**src/plc_cfg.svh**
```systemverilog
// Offsets, field positions, reset values and counts for the link registers.
// Assumes inclusion by the package and by the register bank only.
`ifndef PLC_CFG_SVH
`define PLC_CFG_SVH

`define PLC_OFS_LINK       8'hD0
`define PLC_OFS_IRQ_STAT   8'hE0
`define PLC_OFS_IRQ_MASK   8'hE4
`define PLC_OFS_SLOT_OVR   8'hE8

`define PLC_CTL_ASPM_LO    0
`define PLC_CTL_ASPM_HI    1
`define PLC_CTL_RCB        3
`define PLC_CTL_LDIS       4
`define PLC_CTL_RETRAIN    5
`define PLC_CTL_CCLK       6
`define PLC_CTL_EXTSYNC    7
`define PLC_CTL_HAWD       9
`define PLC_CTL_B10        10
`define PLC_CTL_B11        11
`define PLC_CTL_RW_MASK    16'h0EF3

`define PLC_STS_SPEED_LO   16
`define PLC_STS_SPEED_HI   19
`define PLC_STS_WIDTH_LO   20
`define PLC_STS_WIDTH_HI   25
`define PLC_STS_TERR       26
`define PLC_STS_LTRAIN     27
`define PLC_STS_SLOT_CLOCK_STRAP    28
`define PLC_STS_DLACT      29

`define PLC_RST_SPEED      4'h2
`define PLC_RST_WIDTH      6'h01
`define PLC_SPEED_2G5      4'h1
`define PLC_SPEED_5G0      4'h2

`define PLC_EXT_FTS        16'h1000
`define PLC_EXT_TS1        16'h0400
`define PLC_STRAP_SETTLE   2'h2

`define PLC_EVT_TERR       0
`define PLC_EVT_TDONE      1
`define PLC_EVT_DLCHG      2
`define PLC_EVT_W          3

`endif

```
**src/plc_pkg.sv**
```systemverilog
// Types shared by the link control and status register bank.
// Assumes the constants header is on the include path.
`include "plc_cfg.svh"

package plc_pkg;

  typedef enum logic [1:0]
  {
    PLC_ASPM_OFF,
    PLC_ASPM_L0S,
    PLC_ASPM_L1,
    PLC_ASPM_BOTH
  } plc_aspm_t;

  typedef enum logic [1:0]
  {
    PLC_RESP_OKAY   = 2'h0,
    PLC_RESP_SLVERR = 2'h2
  } plc_resp_t;

endpackage : plc_pkg

```
**src/plc_link_regs.sv**
```systemverilog
// Link control and link status register pair of one switch port.
// Assumes an AXI4-Lite master on clk_sys and same-clock training logic.
//
// Added by the designer: the AXI4-Lite slave port.
`timescale 1ns/1ps
`default_nettype none
`include "plc_cfg.svh"

// How it works
// - ASPM field selects L0s/L1 entry, resets zero
// - Receiver may always enter L0s
// - Completion boundary bit reads zero always
// - Link disable: upstream zero, downstream disables
// - Retrain: upstream zero, downstream starts retraining
// - Retrain bit always reads zero
// - Common clock bit read-write, resets zero
// - Extended synch: 4096 FTS, 1024 TS1
// - Bits ten, eleven writable downstream only
// - Speed field reports speed, resets two
// - Width field reports width, resets one
// - Training error set on error, cleared in L0
// - Training bit high while training runs
// - Slot clock bit from strap, overridable
// - Link active bit follows DL_Active state
module plc_link_regs
  import plc_pkg::*;
#(
  parameter bit          IS_UPSTREAM = 1'b0,
  parameter logic [15:0] NORMAL_FTS  = 16'h0080,
  parameter logic [15:0] NORMAL_TS1  = 16'h0010
)
(
  input  wire logic        clk_sys,
  input  wire logic        rst,
  input  wire logic [7:0]  s_axi_awaddr,
  input  wire logic        s_axi_awvalid,
  output logic             s_axi_awready,
  input  wire logic [31:0] s_axi_wdata,
  input  wire logic [3:0]  s_axi_wstrb,
  input  wire logic        s_axi_wvalid,
  output logic             s_axi_wready,
  output logic [1:0]       s_axi_bresp,
  output logic             s_axi_bvalid,
  input  wire logic        s_axi_bready,
  input  wire logic [7:0]  s_axi_araddr,
  input  wire logic        s_axi_arvalid,
  output logic             s_axi_arready,
  output logic [31:0]      s_axi_rdata,
  output logic [1:0]       s_axi_rresp,
  output logic             s_axi_rvalid,
  input  wire logic        s_axi_rready,
  input  wire logic [3:0]  phy_speed,
  input  wire logic [5:0]  phy_width,
  input  wire logic        phy_train_start,
  input  wire logic        phy_train_done,
  input  wire logic        phy_train_err,
  input  wire logic        dl_active_state,
  input  wire logic        slot_clock_strap,
  output logic             aspm_l0s_en,
  output logic             aspm_l1_en,
  output logic             rx_l0s_allowed,
  output logic             link_disable,
  output logic             retrain_start,
  output logic             common_clock,
  output logic             hw_auto_width_dis,
  output logic [1:0]       ctl_spare,
  output logic [15:0]      fts_count,
  output logic [15:0]      ts1_count,
  output logic             irq
);

  // Long counts must never fall below the normal ones
  if (NORMAL_FTS > `PLC_EXT_FTS || NORMAL_TS1 > `PLC_EXT_TS1)
  begin : g_bad_counts
    $error("plc_link_regs: normal counts exceed extended counts");
  end

  logic [15:0]          ctl_ff;
  logic [3:0]           speed_ff;
  logic [5:0]           width_ff;
  logic                 terr_ff;
  logic                 ltrain_ff;
  logic                 slot_clock_strap_ff;
  logic                 dlact_ff;
  logic                 strap_s1_ff;
  logic                 strap_s2_ff;
  logic [1:0]           strap_cnt_ff;
  logic [`PLC_EVT_W-1:0] irq_stat_ff;
  logic [`PLC_EVT_W-1:0] irq_mask_ff;
  logic [7:0]           awaddr_ff;
  logic                 aw_got_ff;
  logic [31:0]          wdata_ff;
  logic [3:0]           wstrb_ff;
  logic                 w_got_ff;
  logic                 rd_link_ff;
  logic                 wr_fire;
  logic                 wr_link;
  logic                 wr_known;
  logic [15:0]          ctl_wmask;
  logic [15:0]          nxt_ctl;
  logic [31:0]          rd_word;
  logic                 rd_known;
  logic [`PLC_EVT_W-1:0] evt;
  logic [`PLC_EVT_W-1:0] w1c;

  // Write channel: address and data taken in either order
  assign s_axi_awready = !aw_got_ff && !s_axi_bvalid;
  assign s_axi_wready  = !w_got_ff && !s_axi_bvalid;
  assign wr_fire       = aw_got_ff && w_got_ff && !s_axi_bvalid;
  assign wr_link       = wr_fire && (awaddr_ff == `PLC_OFS_LINK);
  assign wr_known      = (awaddr_ff == `PLC_OFS_LINK)
                      || (awaddr_ff == `PLC_OFS_IRQ_STAT)
                      || (awaddr_ff == `PLC_OFS_IRQ_MASK)
                      || (awaddr_ff == `PLC_OFS_SLOT_OVR);

  always_ff @(posedge clk_sys)
  begin
    if (rst)
    begin
      aw_got_ff <= 1'b0;
      awaddr_ff <= 8'h00;
    end
    else if (s_axi_awvalid && s_axi_awready)
    begin
      aw_got_ff <= 1'b1;
      awaddr_ff <= s_axi_awaddr;
    end
    else if (wr_fire)
    begin
      aw_got_ff <= 1'b0;
    end
  end

  always_ff @(posedge clk_sys)
  begin
    if (rst)
    begin
      w_got_ff <= 1'b0;
      wdata_ff <= 32'h0000_0000;
      wstrb_ff <= 4'h0;
    end
    else if (s_axi_wvalid && s_axi_wready)
    begin
      w_got_ff <= 1'b1;
      wdata_ff <= s_axi_wdata;
      wstrb_ff <= s_axi_wstrb;
    end
    else if (wr_fire)
    begin
      w_got_ff <= 1'b0;
    end
  end

  always_ff @(posedge clk_sys)
  begin
    if (rst)
    begin
      s_axi_bvalid <= 1'b0;
      s_axi_bresp  <= 2'h0;
    end
    else if (wr_fire)
    begin
      s_axi_bvalid <= 1'b1;
      s_axi_bresp  <= wr_known ? PLC_RESP_OKAY : PLC_RESP_SLVERR;
    end
    else if (s_axi_bready)
    begin
      s_axi_bvalid <= 1'b0;
    end
  end

  // Control half: only the writable bits of the enabled byte lanes move
  always_comb
  begin
    ctl_wmask = `PLC_CTL_RW_MASK
              & {{8{wstrb_ff[1]}}, {8{wstrb_ff[0]}}};
    if (IS_UPSTREAM)
    begin
      ctl_wmask[`PLC_CTL_LDIS] = 1'b0;
      ctl_wmask[`PLC_CTL_B10]  = 1'b0;
      ctl_wmask[`PLC_CTL_B11]  = 1'b0;
    end
    ctl_wmask[`PLC_CTL_RETRAIN] = 1'b0;
    nxt_ctl = (ctl_ff & ~ctl_wmask) | (wdata_ff[15:0] & ctl_wmask);
  end

  // reserved and read-only bits kept zero
  always_ff @(posedge clk_sys)
  begin
    if (rst)
    begin
      ctl_ff <= 16'h0000;
    end
    else if (wr_link)
    begin
      ctl_ff <= nxt_ctl;
    end
  end

  always_ff @(posedge clk_sys)
  begin
    if (rst)
    begin
      retrain_start <= 1'b0;
    end
    else
    begin
      retrain_start <= wr_link && !IS_UPSTREAM && wstrb_ff[0]
                    && wdata_ff[`PLC_CTL_RETRAIN];
    end
  end

  assign aspm_l0s_en = (plc_aspm_t'(ctl_ff[1:0]) == PLC_ASPM_L0S)
                    || (plc_aspm_t'(ctl_ff[1:0]) == PLC_ASPM_BOTH);
  assign aspm_l1_en  = (plc_aspm_t'(ctl_ff[1:0]) == PLC_ASPM_L1)
                    || (plc_aspm_t'(ctl_ff[1:0]) == PLC_ASPM_BOTH);
  assign rx_l0s_allowed    = 1'b1;
  assign link_disable      = ctl_ff[`PLC_CTL_LDIS];
  assign common_clock      = ctl_ff[`PLC_CTL_CCLK];
  assign hw_auto_width_dis = ctl_ff[`PLC_CTL_HAWD];
  assign ctl_spare         = ctl_ff[`PLC_CTL_B11:`PLC_CTL_B10];

  always_ff @(posedge clk_sys)
  begin
    if (rst)
    begin
      fts_count <= NORMAL_FTS;
      ts1_count <= NORMAL_TS1;
    end
    else
    begin
      fts_count <= ctl_ff[`PLC_CTL_EXTSYNC] ? `PLC_EXT_FTS : NORMAL_FTS;
      ts1_count <= ctl_ff[`PLC_CTL_EXTSYNC] ? `PLC_EXT_TS1 : NORMAL_TS1;
    end
  end

  // speed and width latched at each trained link
  always_ff @(posedge clk_sys)
  begin
    if (rst)
    begin
      speed_ff <= `PLC_RST_SPEED;
      width_ff <= `PLC_RST_WIDTH;
    end
    else if (phy_train_done)
    begin
      speed_ff <= phy_speed;
      width_ff <= phy_width;
    end
  end

  // error set wins over the L0 clear
  always_ff @(posedge clk_sys)
  begin
    if (rst)
    begin
      terr_ff <= 1'b0;
    end
    else if (phy_train_err)
    begin
      terr_ff <= 1'b1;
    end
    else if (phy_train_done)
    begin
      terr_ff <= 1'b0;
    end
  end

  // training flag, start wins over done
  always_ff @(posedge clk_sys)
  begin
    if (rst)
    begin
      ltrain_ff <= 1'b0;
    end
    else if (phy_train_start || retrain_start)
    begin
      ltrain_ff <= 1'b1;
    end
    else if (phy_train_done)
    begin
      ltrain_ff <= 1'b0;
    end
  end

  always_ff @(posedge clk_sys)
  begin
    if (rst)
    begin
      dlact_ff <= 1'b0;
    end
    else
    begin
      dlact_ff <= dl_active_state;
    end
  end

  // Strap is an asynchronous pin
  always_ff @(posedge clk_sys)
  begin
    strap_s1_ff <= slot_clock_strap;
    strap_s2_ff <= strap_s1_ff;
  end

  // strap caught once synchroniser settles after release
  always_ff @(posedge clk_sys)
  begin
    if (rst)
    begin
      strap_cnt_ff <= 2'h0;
      slot_clock_strap_ff   <= 1'b0;
    end
    else
    begin
      if (strap_cnt_ff != `PLC_STRAP_SETTLE)
      begin
        strap_cnt_ff <= strap_cnt_ff + 2'h1;
      end
      if (wr_fire && awaddr_ff == `PLC_OFS_SLOT_OVR && wstrb_ff[0]
          && wdata_ff[1])
      begin
        slot_clock_strap_ff <= wdata_ff[0];
      end
      else if (strap_cnt_ff == `PLC_STRAP_SETTLE - 2'h1)
      begin
        slot_clock_strap_ff <= strap_s2_ff;
      end
    end
  end

  // Interrupt events, set wins over write-one-clear
  assign evt[`PLC_EVT_TERR]  = phy_train_err && !terr_ff;
  assign evt[`PLC_EVT_TDONE] = phy_train_done;
  assign evt[`PLC_EVT_DLCHG] = dl_active_state != dlact_ff;
  assign w1c = (wr_fire && awaddr_ff == `PLC_OFS_IRQ_STAT && wstrb_ff[0])
             ? wdata_ff[`PLC_EVT_W-1:0] : '0;

  always_ff @(posedge clk_sys)
  begin
    if (rst)
    begin
      irq_stat_ff <= '0;
    end
    else
    begin
      irq_stat_ff <= (irq_stat_ff & ~w1c) | evt;
    end
  end

  always_ff @(posedge clk_sys)
  begin
    if (rst)
    begin
      irq_mask_ff <= '0;
    end
    else if (wr_fire && awaddr_ff == `PLC_OFS_IRQ_MASK && wstrb_ff[0])
    begin
      irq_mask_ff <= wdata_ff[`PLC_EVT_W-1:0];
    end
  end

  assign irq = |(irq_stat_ff & irq_mask_ff);

  // Read decode
  always_comb
  begin
    rd_word  = 32'h0000_0000;
    rd_known = 1'b1;
    if (s_axi_araddr == `PLC_OFS_LINK)
    begin
      // completion boundary and retrain read zero
      rd_word[15:0] = ctl_ff;
      rd_word[`PLC_STS_SPEED_HI:`PLC_STS_SPEED_LO] = speed_ff;
      rd_word[`PLC_STS_WIDTH_HI:`PLC_STS_WIDTH_LO] = width_ff;
      rd_word[`PLC_STS_TERR]    = terr_ff;
      rd_word[`PLC_STS_LTRAIN]  = ltrain_ff;
      rd_word[`PLC_STS_SLOT_CLOCK_STRAP] = slot_clock_strap_ff;
      rd_word[`PLC_STS_DLACT]   = dlact_ff;
    end
    else if (s_axi_araddr == `PLC_OFS_IRQ_STAT)
    begin
      rd_word[`PLC_EVT_W-1:0] = irq_stat_ff;
    end
    else if (s_axi_araddr == `PLC_OFS_IRQ_MASK)
    begin
      rd_word[`PLC_EVT_W-1:0] = irq_mask_ff;
    end
    else if (s_axi_araddr == `PLC_OFS_SLOT_OVR)
    begin
      rd_word[0] = slot_clock_strap_ff;
    end
    else
    begin
      rd_known = 1'b0;
    end
  end

  assign s_axi_arready = !s_axi_rvalid;

  always_ff @(posedge clk_sys)
  begin
    if (rst)
    begin
      s_axi_rvalid <= 1'b0;
      s_axi_rdata  <= 32'h0000_0000;
      s_axi_rresp  <= 2'h0;
      rd_link_ff   <= 1'b0;
    end
    else if (s_axi_arvalid && s_axi_arready)
    begin
      s_axi_rvalid <= 1'b1;
      s_axi_rdata  <= rd_word;
      s_axi_rresp  <= rd_known ? PLC_RESP_OKAY : PLC_RESP_SLVERR;
      rd_link_ff   <= s_axi_araddr == `PLC_OFS_LINK;
    end
    else if (s_axi_rready)
    begin
      s_axi_rvalid <= 1'b0;
    end
  end
endmodule : plc_link_regs

`default_nettype wire

```
**config.mk**
```make
export PLATFORM = sky130hd
export DESIGN_NAME = plc_link_regs
export DESIGN_NICKNAME = d
export VERILOG_FILES = /design/src/plc_pkg.sv /design/src/plc_link_regs.sv
export VERILOG_INCLUDE_DIRS = /design/src /design/src/src
export SDC_FILE = /design/constraint.sdc
export NUM_CORES = 1
export LEC_CHECK = 0
export BUFFER_PORTS_ARGS = -buffer_cell sky130_fd_sc_hd__buf_2
export CAP_MARGIN = 20
export CORE_MARGIN = 4
export CORE_UTILIZATION = 42
export DETAILED_ROUTE_END_ITERATION = 12
export PLACE_DENSITY = 0.72
export SKIP_LAST_GASP = 1
export SYNTH_ARGS = -nofsm -noshare
export SYNTH_HDL_FRONTEND = slang
export SYNTH_SLANG_ARGS = --single-unit
```
**constraint.sdc**
```tcl
create_clock -name clk_sys -period 4.4 [get_ports clk_sys]
set_clock_uncertainty 0.05 [all_clocks]
set_input_delay 0 -clock clk_sys [delete_from_list [all_inputs] [get_ports clk_sys]]
set_output_delay 0 -clock clk_sys [all_outputs]
set_load 0.01 [all_outputs]
```
==> impl_metrics.csv, run 1 <==
group,metric,value,unit
outcome,status,"finished clean",
clock_tree,clock_path_buffers,2,
critical_path,crit_family,"simple AND/OR/NAND/NOR gates",
clock_tree,root_buffer,"clkbuf_8",
synthesis,syn_area,3583,um^2
critical_path,cp_max_fo,27,
global_route,busiest_layer,"met2",
synthesis,syn_inst,425,
die,fp.dieW,100.4,um
synthesis,synthArstFlopShare,0,
detailed_routing,drt_first_pass_iters,4,
clock_tree,htree_levels,3,
die,io_pins,157,
detailed_routing,ant_nets,0,
detailed_routing,drt-total-wl,8269,um
layout,antenna_cells,0,
global_route,antenna_found_initial,0,
synthesis,ys_seq_elements,84,
clock_tree,cts_buffers,9,
layout,fin_nets,617,
power_and_ir_drop,ir_drop,0.1806,mV
synthesis,synth-edff-count,0,
place,dpl-instance-area,3913,um^2
sta,tightest_slew,0.8279,ns
place,dp_hpwl,5846,um
global_route,grt_pass1_wl,13490,um
synthesis,ys.flop_type,"dfxtp_1",
detailed_routing,drc,0,
detailed_routing,vias,3020,
layout,synthToLayoutAreaGrowth,26.40,%
sta,post-route-period-util,0.4250,
layout,drive_gt1_frac,0.2070,
power_and_ir_drop,cellPowerDensity,367.7,nW/um^2
layout,stdcell_area,4529,um^2
die,dieArea,10070,um^2
die,placementRows,33,
global_route,grt_max_degree,48,
critical_path,crit_type,"reg -> reg",
detailed_routing,via_per_inst,4.639,
sta,finalSetupViolCount,0,
global_route,grt.overflow.total,0,
layout,final_util,0.5485,
critical_path,slowest_delay,0.61,ns
clock_tree,clk_pin_slew,0.08,ns
hold_path,min_path_type,"in -> reg",
synthesis,syn-mean-instance-area,8.432,um^2
sta,maxSlewViolCount,0,
clock_tree,cts_tree,"done",
power_and_ir_drop,p_leak,1.993,nW
clock_tree,post_cts_buffers,0,
clock_tree,clock-sinks,84,
clock_tree,clk_latency,0.34,ns
die,initial_utilization,0.4339,
critical_path,startpoint_type,"flop",
sta,fmax,534.8,MHz
sta,rsz0062_at_grt,"false",
job,cap_violations,0,
detailed_routing,drtIter0Drc,55,
sta,fin_setup_tns,0,ns
die,core,8258,um^2
critical_path,end_kind,"flop",
critical_path,worst-endpoint-required,4.63,ns
global_route,grt_util_met2,0.2834,
global_route,grtUsageMet3,0.03058,
sta,relSlewSlack,0.4480,
die,die_y,100.4,um
synthesis,ys_types,43,
critical_path,cp.arrival,2.10,ns
global_route,first_global_vias,2857,
detailed_routing,wl_per_cell,12.70,um
critical_path,slowest_stage,"dlygate4sd3_1",
sta,period_minus_slack,1.870,ns
sta,finalHoldViolCount,0,
global_route,met1_usage,0.2048,
global_route,track_usage,0.1652,
place,port_buffers,92,
place,gp_congestion,0.8125,
synthesis,ys_seq_area_frac,0.4693,
synthesis,yosys_warnings,0,
critical_path,path_buf_inv,1,
clock_tree,cts_resized,0,
critical_path,crit_path_cell_trace,"nand2b_4 > nor4_1 > dlygate4sd3_1 > nand3_1 > a31oi_1",
[path summary, 6_finish.rpt]
| kind | startpoint | endpoint | slack, ns | cells after the start |
|---|---|---|---|---|
| min reg2reg | strap_s1_ff | strap_s2_ff | 0.28 | 0 |
| max reg2reg | s_axi_rvalid | s_axi_rdata[0] | 2.53 | 5 |
| max | s_axi_rvalid | s_axi_rdata[0] | 2.53 | 5 |
| min | s_axi_araddr[0] | s_axi_rdata[1] | 0.02 | 4 |
[state kept, by name (all words and copies together), names as in the netlist, 2 cells and up, named ones only]
name,cells
width_ff,6
irq_stat_ff,3
irq_mask_ff,3
awaddr_ff,8
wdata_ff,10
s_axi_rdata,23
strap_cnt_ff,2
speed_ff,4
wstrb_ff,2
fts_count,2
[placed cells by master, fill, tap and decap left out, types with 8 or more instances in the layout]
| master | count |
|---|---|
| a21oi_1 | 49 |
| buf_2 | 92 |
| clkbuf_8 | 10 |
| conb_1 | 40 |
| dfxtp_1 | 84 |
| dlygate4sd3_1 | 39 |
| inv_1 | 11 |
| mux2i_1 | 20 |
| nand2_1 | 90 |
| nor2_1 | 36 |
| nor2b_1 | 8 |
| o21ai_0 | 8 |
[stage by stage]
step	total power [mW]	hold WS (ns)	std cells	worst slack (ns)
5_1_grt	1.753	0.04390	651	2.350
4_1_cts	1.685	0.007568	651	2.519
3_3_place_gp	1.037	0.06803	596	2.585
6_report	1.665	0.02021	651	2.530
3_5_place_dp	1.048	0.06183	596	2.567
2_1_floorplan	1.009	-0.02228	463	2.757
[where the power goes]
part | switching [mW] | internal (mW)
Sequential | 0.0315 | 0.802
Combinational | 0.125 | 0.0972
Clock | 0.273 | 0.338
Total | 0.429 | 1.24
[final cells by class]
class / count / area [um^2]
fillers: 800 / 3729
flip-flops and latches: 84 / 1682
multi-input cells: 302 / 1583
repair buffers: 133 / 865.8
clock buffers: 11 / 141.4
well taps: 105 / 131.4
clock inverters: 5 / 85.08
inverters: 11 / 41.29
[cells in the mapped netlist, types with 2 or more instances]
| cell | count | area share |
|---|---|---|
| inv_1 | 11 | 0.012 |
| nor2b_1 | 8 | 0.014 |
| a211oi_1 | 3 | 0.0063 |
| nand3b_1 | 4 | 0.0084 |
| nor4_1 | 4 | 0.0070 |
| buf_4 | 44 | 0.092 |
| o21ai_0 | 8 | 0.011 |
| and2_1 | 2 | 0.0035 |
| conb_1 | 2 | 0.0021 |
| a21oi_1 | 49 | 0.068 |
| dfxtp_1 | 84 | 0.47 |
| ha_1 | 2 | 0.0070 |
| nor2_1 | 36 | 0.038 |
| nand2b_1 | 2 | 0.0035 |
| mux2i_1 | 20 | 0.056 |
| nand4b_1 | 2 | 0.0049 |
| nand3_1 | 2 | 0.0028 |
| nor3b_1 | 2 | 0.0042 |
| nand2_1 | 90 | 0.094 |
| nand4_1 | 2 | 0.0035 |
| a211o_1 | 2 | 0.0049 |
| clkbuf_1 | 20 | 0.021 |
| a311oi_1 | 3 | 0.0073 |
| or3_1 | 3 | 0.0052 |
| xor2_1 | 2 | 0.0049 |
[timing repair]
| action | in CTS | in global routing |
|---|---|---|
| endpoints found under the setup margin | 0 | 0 |
| hold buffers | 39 | 0 |
| hold endpoints to repair | 42 | 0 |
[worst min-delay path: cells and delay by family]
kind	cells	cell delay (ns)
AND/OR/NAND/NOR	2	0.21
AO/OA/AOI/OAI	1	0.06
buffers and inverters	1	0.09
[cell families (layout without fill, tap and decap cells)]
kind of cell    Yosys count  after routing  share of synthesized area
simple gates            168            168                     0.2228
xor+xnor                  2              2                   0.004889
fa+ha+maj                 2              2                   0.006982
compound gates           70             70                     0.1093
other cells               2             40                   0.002096
flops                    84             84                     0.4693
buf+inv                  77            160                     0.1288
mux                      20             20                    0.05587
[routing by layer]
metal	part of all wire	routed length, um	vias up
met4	0.012	103	0
li1	-	-	1550
met5	0	0	-
met1	0.45	3717	1377
met2	0.49	4038	83
met3	0.050	410	10
Power figures use the tool's default switching activity.
==> run 2, diff against run 1 <==
- ABC_AREA: default -> 1
- PLACE_DENSITY: 0.72 -> 0.75
- clock period: 4.4 -> 1.6 ns (I/O delays scaled with it)
==> run 2 against run 1 <==
- via count up 8.7%
- non-clock buffer count grew 8
- worst hold slack improved by 0.027 ns
- largest cell class unchanged
- highest routed layer unchanged
- combinational power grew to 3.2 times the previous value
- setup slack got worse by 2.3 ns
- wire length up 2.0%
- die area increased by 2.2%
- synthesized cell count rose by 8.5%
==> impl_metrics.csv, run 2 <==
group,metric,value,unit
clock_tree,cts_buffers,9,
critical_path,r2r-end,"wdata_ff[11]",
critical_path,r2r_slack,0.24,ns
detailed_routing,vias,3283,
sta,fmax,711.0,MHz
sta,fin_setup_tns,0,ns
die,initial_utilization,0.4400,
synthesis,ys_types,33,
global_route,grtUsageMet3,0.04614,
global_route,track_usage,0.1601,
layout,top_register,"s_axi_rdata",
power_and_ir_drop,p_leak,2.170,nW
layout,synthToLayoutAreaGrowth,26.63,%
hold_path,min_path_cells,6,
job,cap_violations,0,
sta,rsz0062_at_grt,"false",
detailed_routing,wl_per_cell,12.09,um
global_route,grt_pass1_wl,13320,um
place,gp_congestion,0.7986,
synthesis,syn_inst,461,
layout,most-common-layout-cells,"buf_2 (92), dfxtp_1 (84), nor2_1 (61)",
clock_tree,htree_levels,3,
outcome,status,"finished clean",
power_and_ir_drop,ir_drop,0.6891,mV
global_route,antenna_found_initial,0,
layout,largest_register_ff_count,23,
sta,finalHoldViolCount,0,
sta,period_minus_slack,1.407,ns
clock_tree,clk_pin_slew,0.08,ns
die,placementRows,33,
critical_path,cp.arrival,1.58,ns
layout,fillers,775,
detailed_routing,drc,0,
power_and_ir_drop,cellPowerDensity,948.3,nW/um^2
clock_tree,cts_tree,"done",
clock_tree,clk_latency,0.33,ns
layout,drive_gt1_frac,0.2293,
clock_tree,root_buffer,"clkbuf_8",
sta,relSlewSlack,0.5831,
critical_path,r2r_cells,5,
sta,tightest_slew,0.6215,ns
synthesis,synthArstFlopShare,0,
synthesis,ys_seq_area_frac,0.4582,
sta,maxSlewViolCount,0,
die,fp.dieW,101.5,um
critical_path,startpoint_type,"input pin",
detailed_routing,drtIter0Drc,62,
layout,fin_nets,664,
critical_path,end_kind,"flop",
sta,post-route-period-util,0.8791,
clock_tree,clock_path_buffers,2,
critical_path,cp_max_fo,7,
synthesis,yosysMostFrequentCell,"dfxtp_1",
layout,top_regs,"s_axi_rdata x23, wdata_ff x10, awaddr_ff x8",
detailed_routing,drt_first_pass_iters,4,
die,die_y,101.5,um
layout,instances_no_fill,698,
synthesis,ys_seq_elements,84,
synthesis,yosysTopAreaCellShare,0.4582,
synthesis,yosys_warnings,0,
synthesis,synth_area_leaders,"dfxtp_1 (46%), buf_4 (9.0%), o21ai_0 (8.0%)",
synthesis,ys.flop_type,"dfxtp_1",
global_route,met1_usage,0.1822,
synthesis,synthTopCellsByCount,"dfxtp_1 (84), nor2_1 (61), o21ai_0 (59)",
synthesis,synth-edff-count,0,
place,dpl.cell_count,639,
detailed_routing,via_per_inst,4.703,
global_route,busiest_layer,"met2",
die,io_pins,157,
synthesis,syn-mean-instance-area,7.960,um^2
synthesis,synth_top_area_cell,"dfxtp_1",
critical_path,r2r_start,"s_axi_bvalid",
global_route,grt_max_degree,39,
synthesis,syn_area,3670,um^2
clock_tree,clock-sinks,84,
global_route,grt_util_met2,0.2867,
place,dp_hpwl,5824,um
hold_path,min_to,"s_axi_rdata[0]",
hold_path,min_path_type,"in -> reg",
global_route,first_global_vias,3103,
detailed_routing,drt-total-wl,8438,um
place,port_buffers,92,
layout,antenna_cells,0,
die,core,8341,um^2
detailed_routing,ant_nets,0,
layout,final_common_cell,"buf_2",
hold_path,hp-start,"s_axi_araddr[3]",
critical_path,worst-endpoint-required,1.77,ns
global_route,grt.overflow.total,0,
critical_path,crit_type,"in -> reg",
die,dieArea,10300,um^2
sta,finalSetupViolCount,0,
==> run 2: layout make-up <==
| cell class | count | area, um^2 | share of cell area |
|---|---|---|---|
| clock buffer | 13 | 168.9 | 0.03635 |
| clock inverter | 3 | 20.02 | 0.004308 |
| inverter | 52 | 198.9 | 0.04281 |
| multi-input combinational | 300 | 1503 | 0.3234 |
| sequential | 84 | 1682 | 0.3619 |
| tap | 105 | 131.4 | 0.02827 |
| timing repair buffer | 141 | 943.4 | 0.2030 |
==> run 2: power by group <==
part	internal (mW)	total (mW)	switching, mW	leakage, nW
Sequential	2.23	2.31	0.0799	0.691
Clock	0.690	1.39	0.703	0.0917
Combinational	0.296	0.703	0.406	1.39
==> run 2: how the worst max path moves through the flow <==
| stage | endpoint | start | cells after the start | slack, ns |
|---|---|---|---|---|
| floorplan | wdata_ff[0] | s_axi_bvalid | 5 | 0.33 |
| global placement | wdata_ff[4] | rst | 5 | 0.29 |
| detailed placement | s_axi_rdata[11] | rst | 5 | 0.25 |
| CTS | width_ff[5] | phy_train_done | 6 | 0.004 |
| global route | wdata_ff[0] | w_got_ff | 5 | 0.12 |
| finish | width_ff[5] | phy_train_done | 6 | 0.19 |
==> run 2: cell families after synthesis <==
group	synth area share
compound gates	0.1722
xor+xnor	0.002387
fa+ha+maj	0.006818
buf+inv	0.1712
flops	0.4582
mux	0.002728
other cells	0.002046
simple gates	0.1845
==> run 2: per-layer routing <==
layer	share of wire	wire length (um)	up-vias
met1	0.42	3540	1495
met3	0.063	529	12
met4	0.0088	74	0
met5	0	0	-
met2	0.51	4294	117
li1	-	-	1659
==> run 2: worst max-delay path, stage by stage <==
cell and delay [ns]:
dlygate4sd3_1 0.53, buf_2 0.18, clkinvlp_4 0.15, nor2_1 0.11, nor2_1 0.05, dlygate4sd3_1 0.55
==> run 2: per-stage QoR <==
step	power (mW)	cell area, um^2	hold WS (ns)	setup slack [ns]	utilization
after floorplan	2.849	3812	-0.02228	0.3297	-
after global placement	2.945	4029	0.05255	0.2851	0.4830
after detailed placement	2.973	4029	0.05358	0.2491	0.4830
after CTS	4.439	4628	0.03183	0.004364	0.5549
after global routing	4.636	4647	0.07517	0.1192	0.5572
final	4.407	4647	0.04736	0.1935	0.5572
==> run 2: timing repair <==
item / in CTS / in global routing
resized for setup: 0 / 1
hold buffers: 41 / 0
setup buffers: 0 / 2
endpoints found under the hold margin: 41 / 0
setup endpoints to repair: 0 / 1
==> run 3, diff against run 2 <==
--- a/config.mk
+++ b/config.mk
@@ -14,3 +14,3 @@
 export DETAILED_ROUTE_END_ITERATION = 12
-export PLACE_DENSITY = 0.75
+export PLACE_DENSITY = 0.72
 export SKIP_LAST_GASP = 1
==> constraint.sdc (replaced) <==
create_clock -name clk_sys -period 1.45 [get_ports clk_sys]
set_clock_uncertainty 0.05 [all_clocks]
set_input_delay 0.145 -clock clk_sys [delete_from_list [all_inputs] [get_ports clk_sys]]
set_output_delay 0.145 -clock clk_sys [all_outputs]
set_load 0.01 [all_outputs]
==> run 3 against run 2 <==
- final area decreased by 6.8%
- setup slack got worse by 0.035 ns
- worst hold slack got worse by 0.032 ns
- critical path depth unchanged
- global-route usage decreased by 1.2 points
- largest cell class unchanged
- highest routed layer unchanged
==> impl_metrics.csv, run 3 (synthesized netlist as in run 2, its figures left out) <==
group,metric,value,unit
sta,period_minus_slack,1.291,ns
hold_path,min_path_type,"in -> reg",
sta,finalHoldViolCount,0,
detailed_routing,ant_nets,0,
sta,finalSetupViolCount,0,
critical_path,crit_path_cell_trace,"inv_2 > nand2_4 > inv_2 > buf_12 > o21ai_0 > a211oi_1",
critical_path,cp_max_fo,37,
global_route,grt_pass1_wl,12400,um
die,fp.dieW,101.5,um
clock_tree,clk_latency,0.34,ns
detailed_routing,drt_first_pass_iters,4,
critical_path,r2r_cells,6,
layout,final_common_cell,"buf_2",
critical_path,crit_family,"buffers and inverters",
critical_path,worstSetupPathDepth,6,
critical_path,crit_type,"reg -> reg",
layout,top_regs,"s_axi_rdata x23, wdata_ff x10, awaddr_ff x8",
critical_path,end_kind,"flop",
power_and_ir_drop,switching_power,1.291,mW
sta,tightest_slew,0.5494,ns
layout,synthToLayoutAreaGrowth,18.07,%
power_and_ir_drop,ir_drop,0.5845,mV
clock_tree,cts_tree,"done",
job,cap_violations,0,
power_and_ir_drop,total_power,4.742,mW
power_and_ir_drop,p_leak,2.052,nW
place,dp_slack,0.1558,ns
sta,maxSlewViolCount,0,
detailed_routing,drt-total-wl,7770,um
layout,stdcell_area,4333,um^2
critical_path,worst-endpoint-required,1.65,ns
sta,post-route-period-util,0.8906,
power_and_ir_drop,seqPwrFrac,0.538,
detailed_routing,wl_per_cell,11.65,um
clock_tree,htree_levels,3,
die,placementRows,33,
global_route,antenna_found_initial,0,
critical_path,critical_path.startpoint,"s_axi_rvalid",
place,gp_congestion,0.7688,
global_route,first_global_vias,2766,
sta,fmax,774.4,MHz
critical_path,cp.arrival,1.49,ns
layout,multiInputGateArea,1503,um^2
detailed_routing,drc,0,
critical_path,slowest_stage,"dfxtp_1",
sta,fin_ws,0.1586,ns
clock_tree,clock-sinks,84,
die,dieArea,10300,um^2
clock_tree,root_buffer,"clkbuf_8",
clock_tree,clk_pin_slew,0.08,ns
global_route,grt.overflow.total,0,
power_and_ir_drop,swShare,0.2722,
layout,regArea,1682,um^2
critical_path,startpoint_type,"flop",
detailed_routing,drtIter0Drc,93,
critical_path,r2r_start,"s_axi_rvalid",
layout,most-common-layout-cells,"buf_2 (92), dfxtp_1 (84), nor2_1 (61)",
power_and_ir_drop,cellPowerDensity,1094,nW/um^2
critical_path,path_common_cell,"inv_2",
critical_path,slowest_delay,0.32,ns
layout,top_register,"s_axi_rdata",
sta,rsz0062_at_grt,"false",
power_and_ir_drop,power.share.clock,0.312,
die,initial_utilization,0.4400,
detailed_routing,via_per_inst,4.598,
critical_path,path_buf_inv,3,
clock_tree,cts_buffers,9,
layout,fin_nets,633,
clock_tree,clock_path_buffers,2,
detailed_routing,vias,3067,
die,core,8341,um^2
power_and_ir_drop,p_comb_frac,0.150,
global_route,track_usage,0.1477,
power_and_ir_drop,internal_power,3.451,mW
layout,fillers,826,
outcome,status,"finished clean",
die,io_pins,157,
sta,relSlewSlack,0.6333,
layout,antenna_cells,0,
place,port_buffers,92,
place,dpl-instance-area,4056,um^2
die,die_y,101.5,um
layout,drive_gt1_frac,0.2420,
hold_path,hp-start,"s_axi_awaddr[7]",
hold_path,min_path_cells,3,
layout,largest_register_ff_count,23,
place,dp_hpwl,5832,um
global_route,grt_max_degree,38,
sta,fin_setup_tns,0,ns
==> run 3: changes by cell type in the layout (fill, tap and decap cells not counted), sizes merged <==
cell,before,now
clkinv,4,7
clkinvlp,3,0
buf,100,101
clkbuf,13,12
dlygate4sd3,41,9
inv,48,49
==> run 3: metal layers <==
metal  vias up  GRT usage  wire length, um
li1       1598          -                -
met1      1359     0.1934             3533
met2       100     0.2420             3559
met3        10    0.03306              580
met4         0    0.04806               96
met5         -          0                0
==> run 3: power groups by stage <==
stage	registers [mW]	logic [mW]	clock network, mW
5_1_grt	2.57	0.820	1.64
3_3_place_gp	2.60	0.668	0
6_report	2.55	0.712	1.48
3_5_place_dp	2.60	0.693	0
2_1_floorplan	2.60	0.540	0
4_1_cts	2.55	0.714	1.53
==> run 3: area by class of cell <==
cell class / count / area share
Timing Repair Buffer: 110 / 0.1484
Tap cell: 105 / 0.03032
Sequential cell: 84 / 0.3881
Clock inverter: 4 / 0.005487
Inverter: 52 / 0.04505
Clock buffer: 12 / 0.03581
Multi-Input combinational cell: 300 / 0.3468
==> run 3: worst reg2reg max path: stages, from the launching register on <==
cell      delay, ns
dfxtp_1        0.32
inv_2          0.08
nand2_4        0.10
inv_2          0.12
buf_12         0.18
o21ai_0        0.12
a211oi_1       0.23
==> run 3: worst paths after layout <==
path	to	slack, ns
max	s_axi_rdata[18]	0.16
max reg2reg	s_axi_rdata[18]	0.16
min reg2reg	strap_s2_ff	0.31
min	awaddr_ff[7]	0.02
==> run 3: repair_timing <==
item                                   in CTS  in global routing
hold buffers                                9                  0
buffers inserted                            0                  1
setup endpoints to repair                   0                  2
resized for setup                           0                  2
endpoints found under the hold margin       9                  0
==> run 3: stage by stage <==
step           utilization  hold slack (ns)  cells
4_1_cts             0.5186         0.001846    666
3_5_place_dp        0.4863           0.2043    641
6_report            0.5195          0.01542    667
2_1_floorplan            -           0.1227    499
3_3_place_gp        0.4863           0.1990    641
5_1_grt             0.5195         0.006489    667
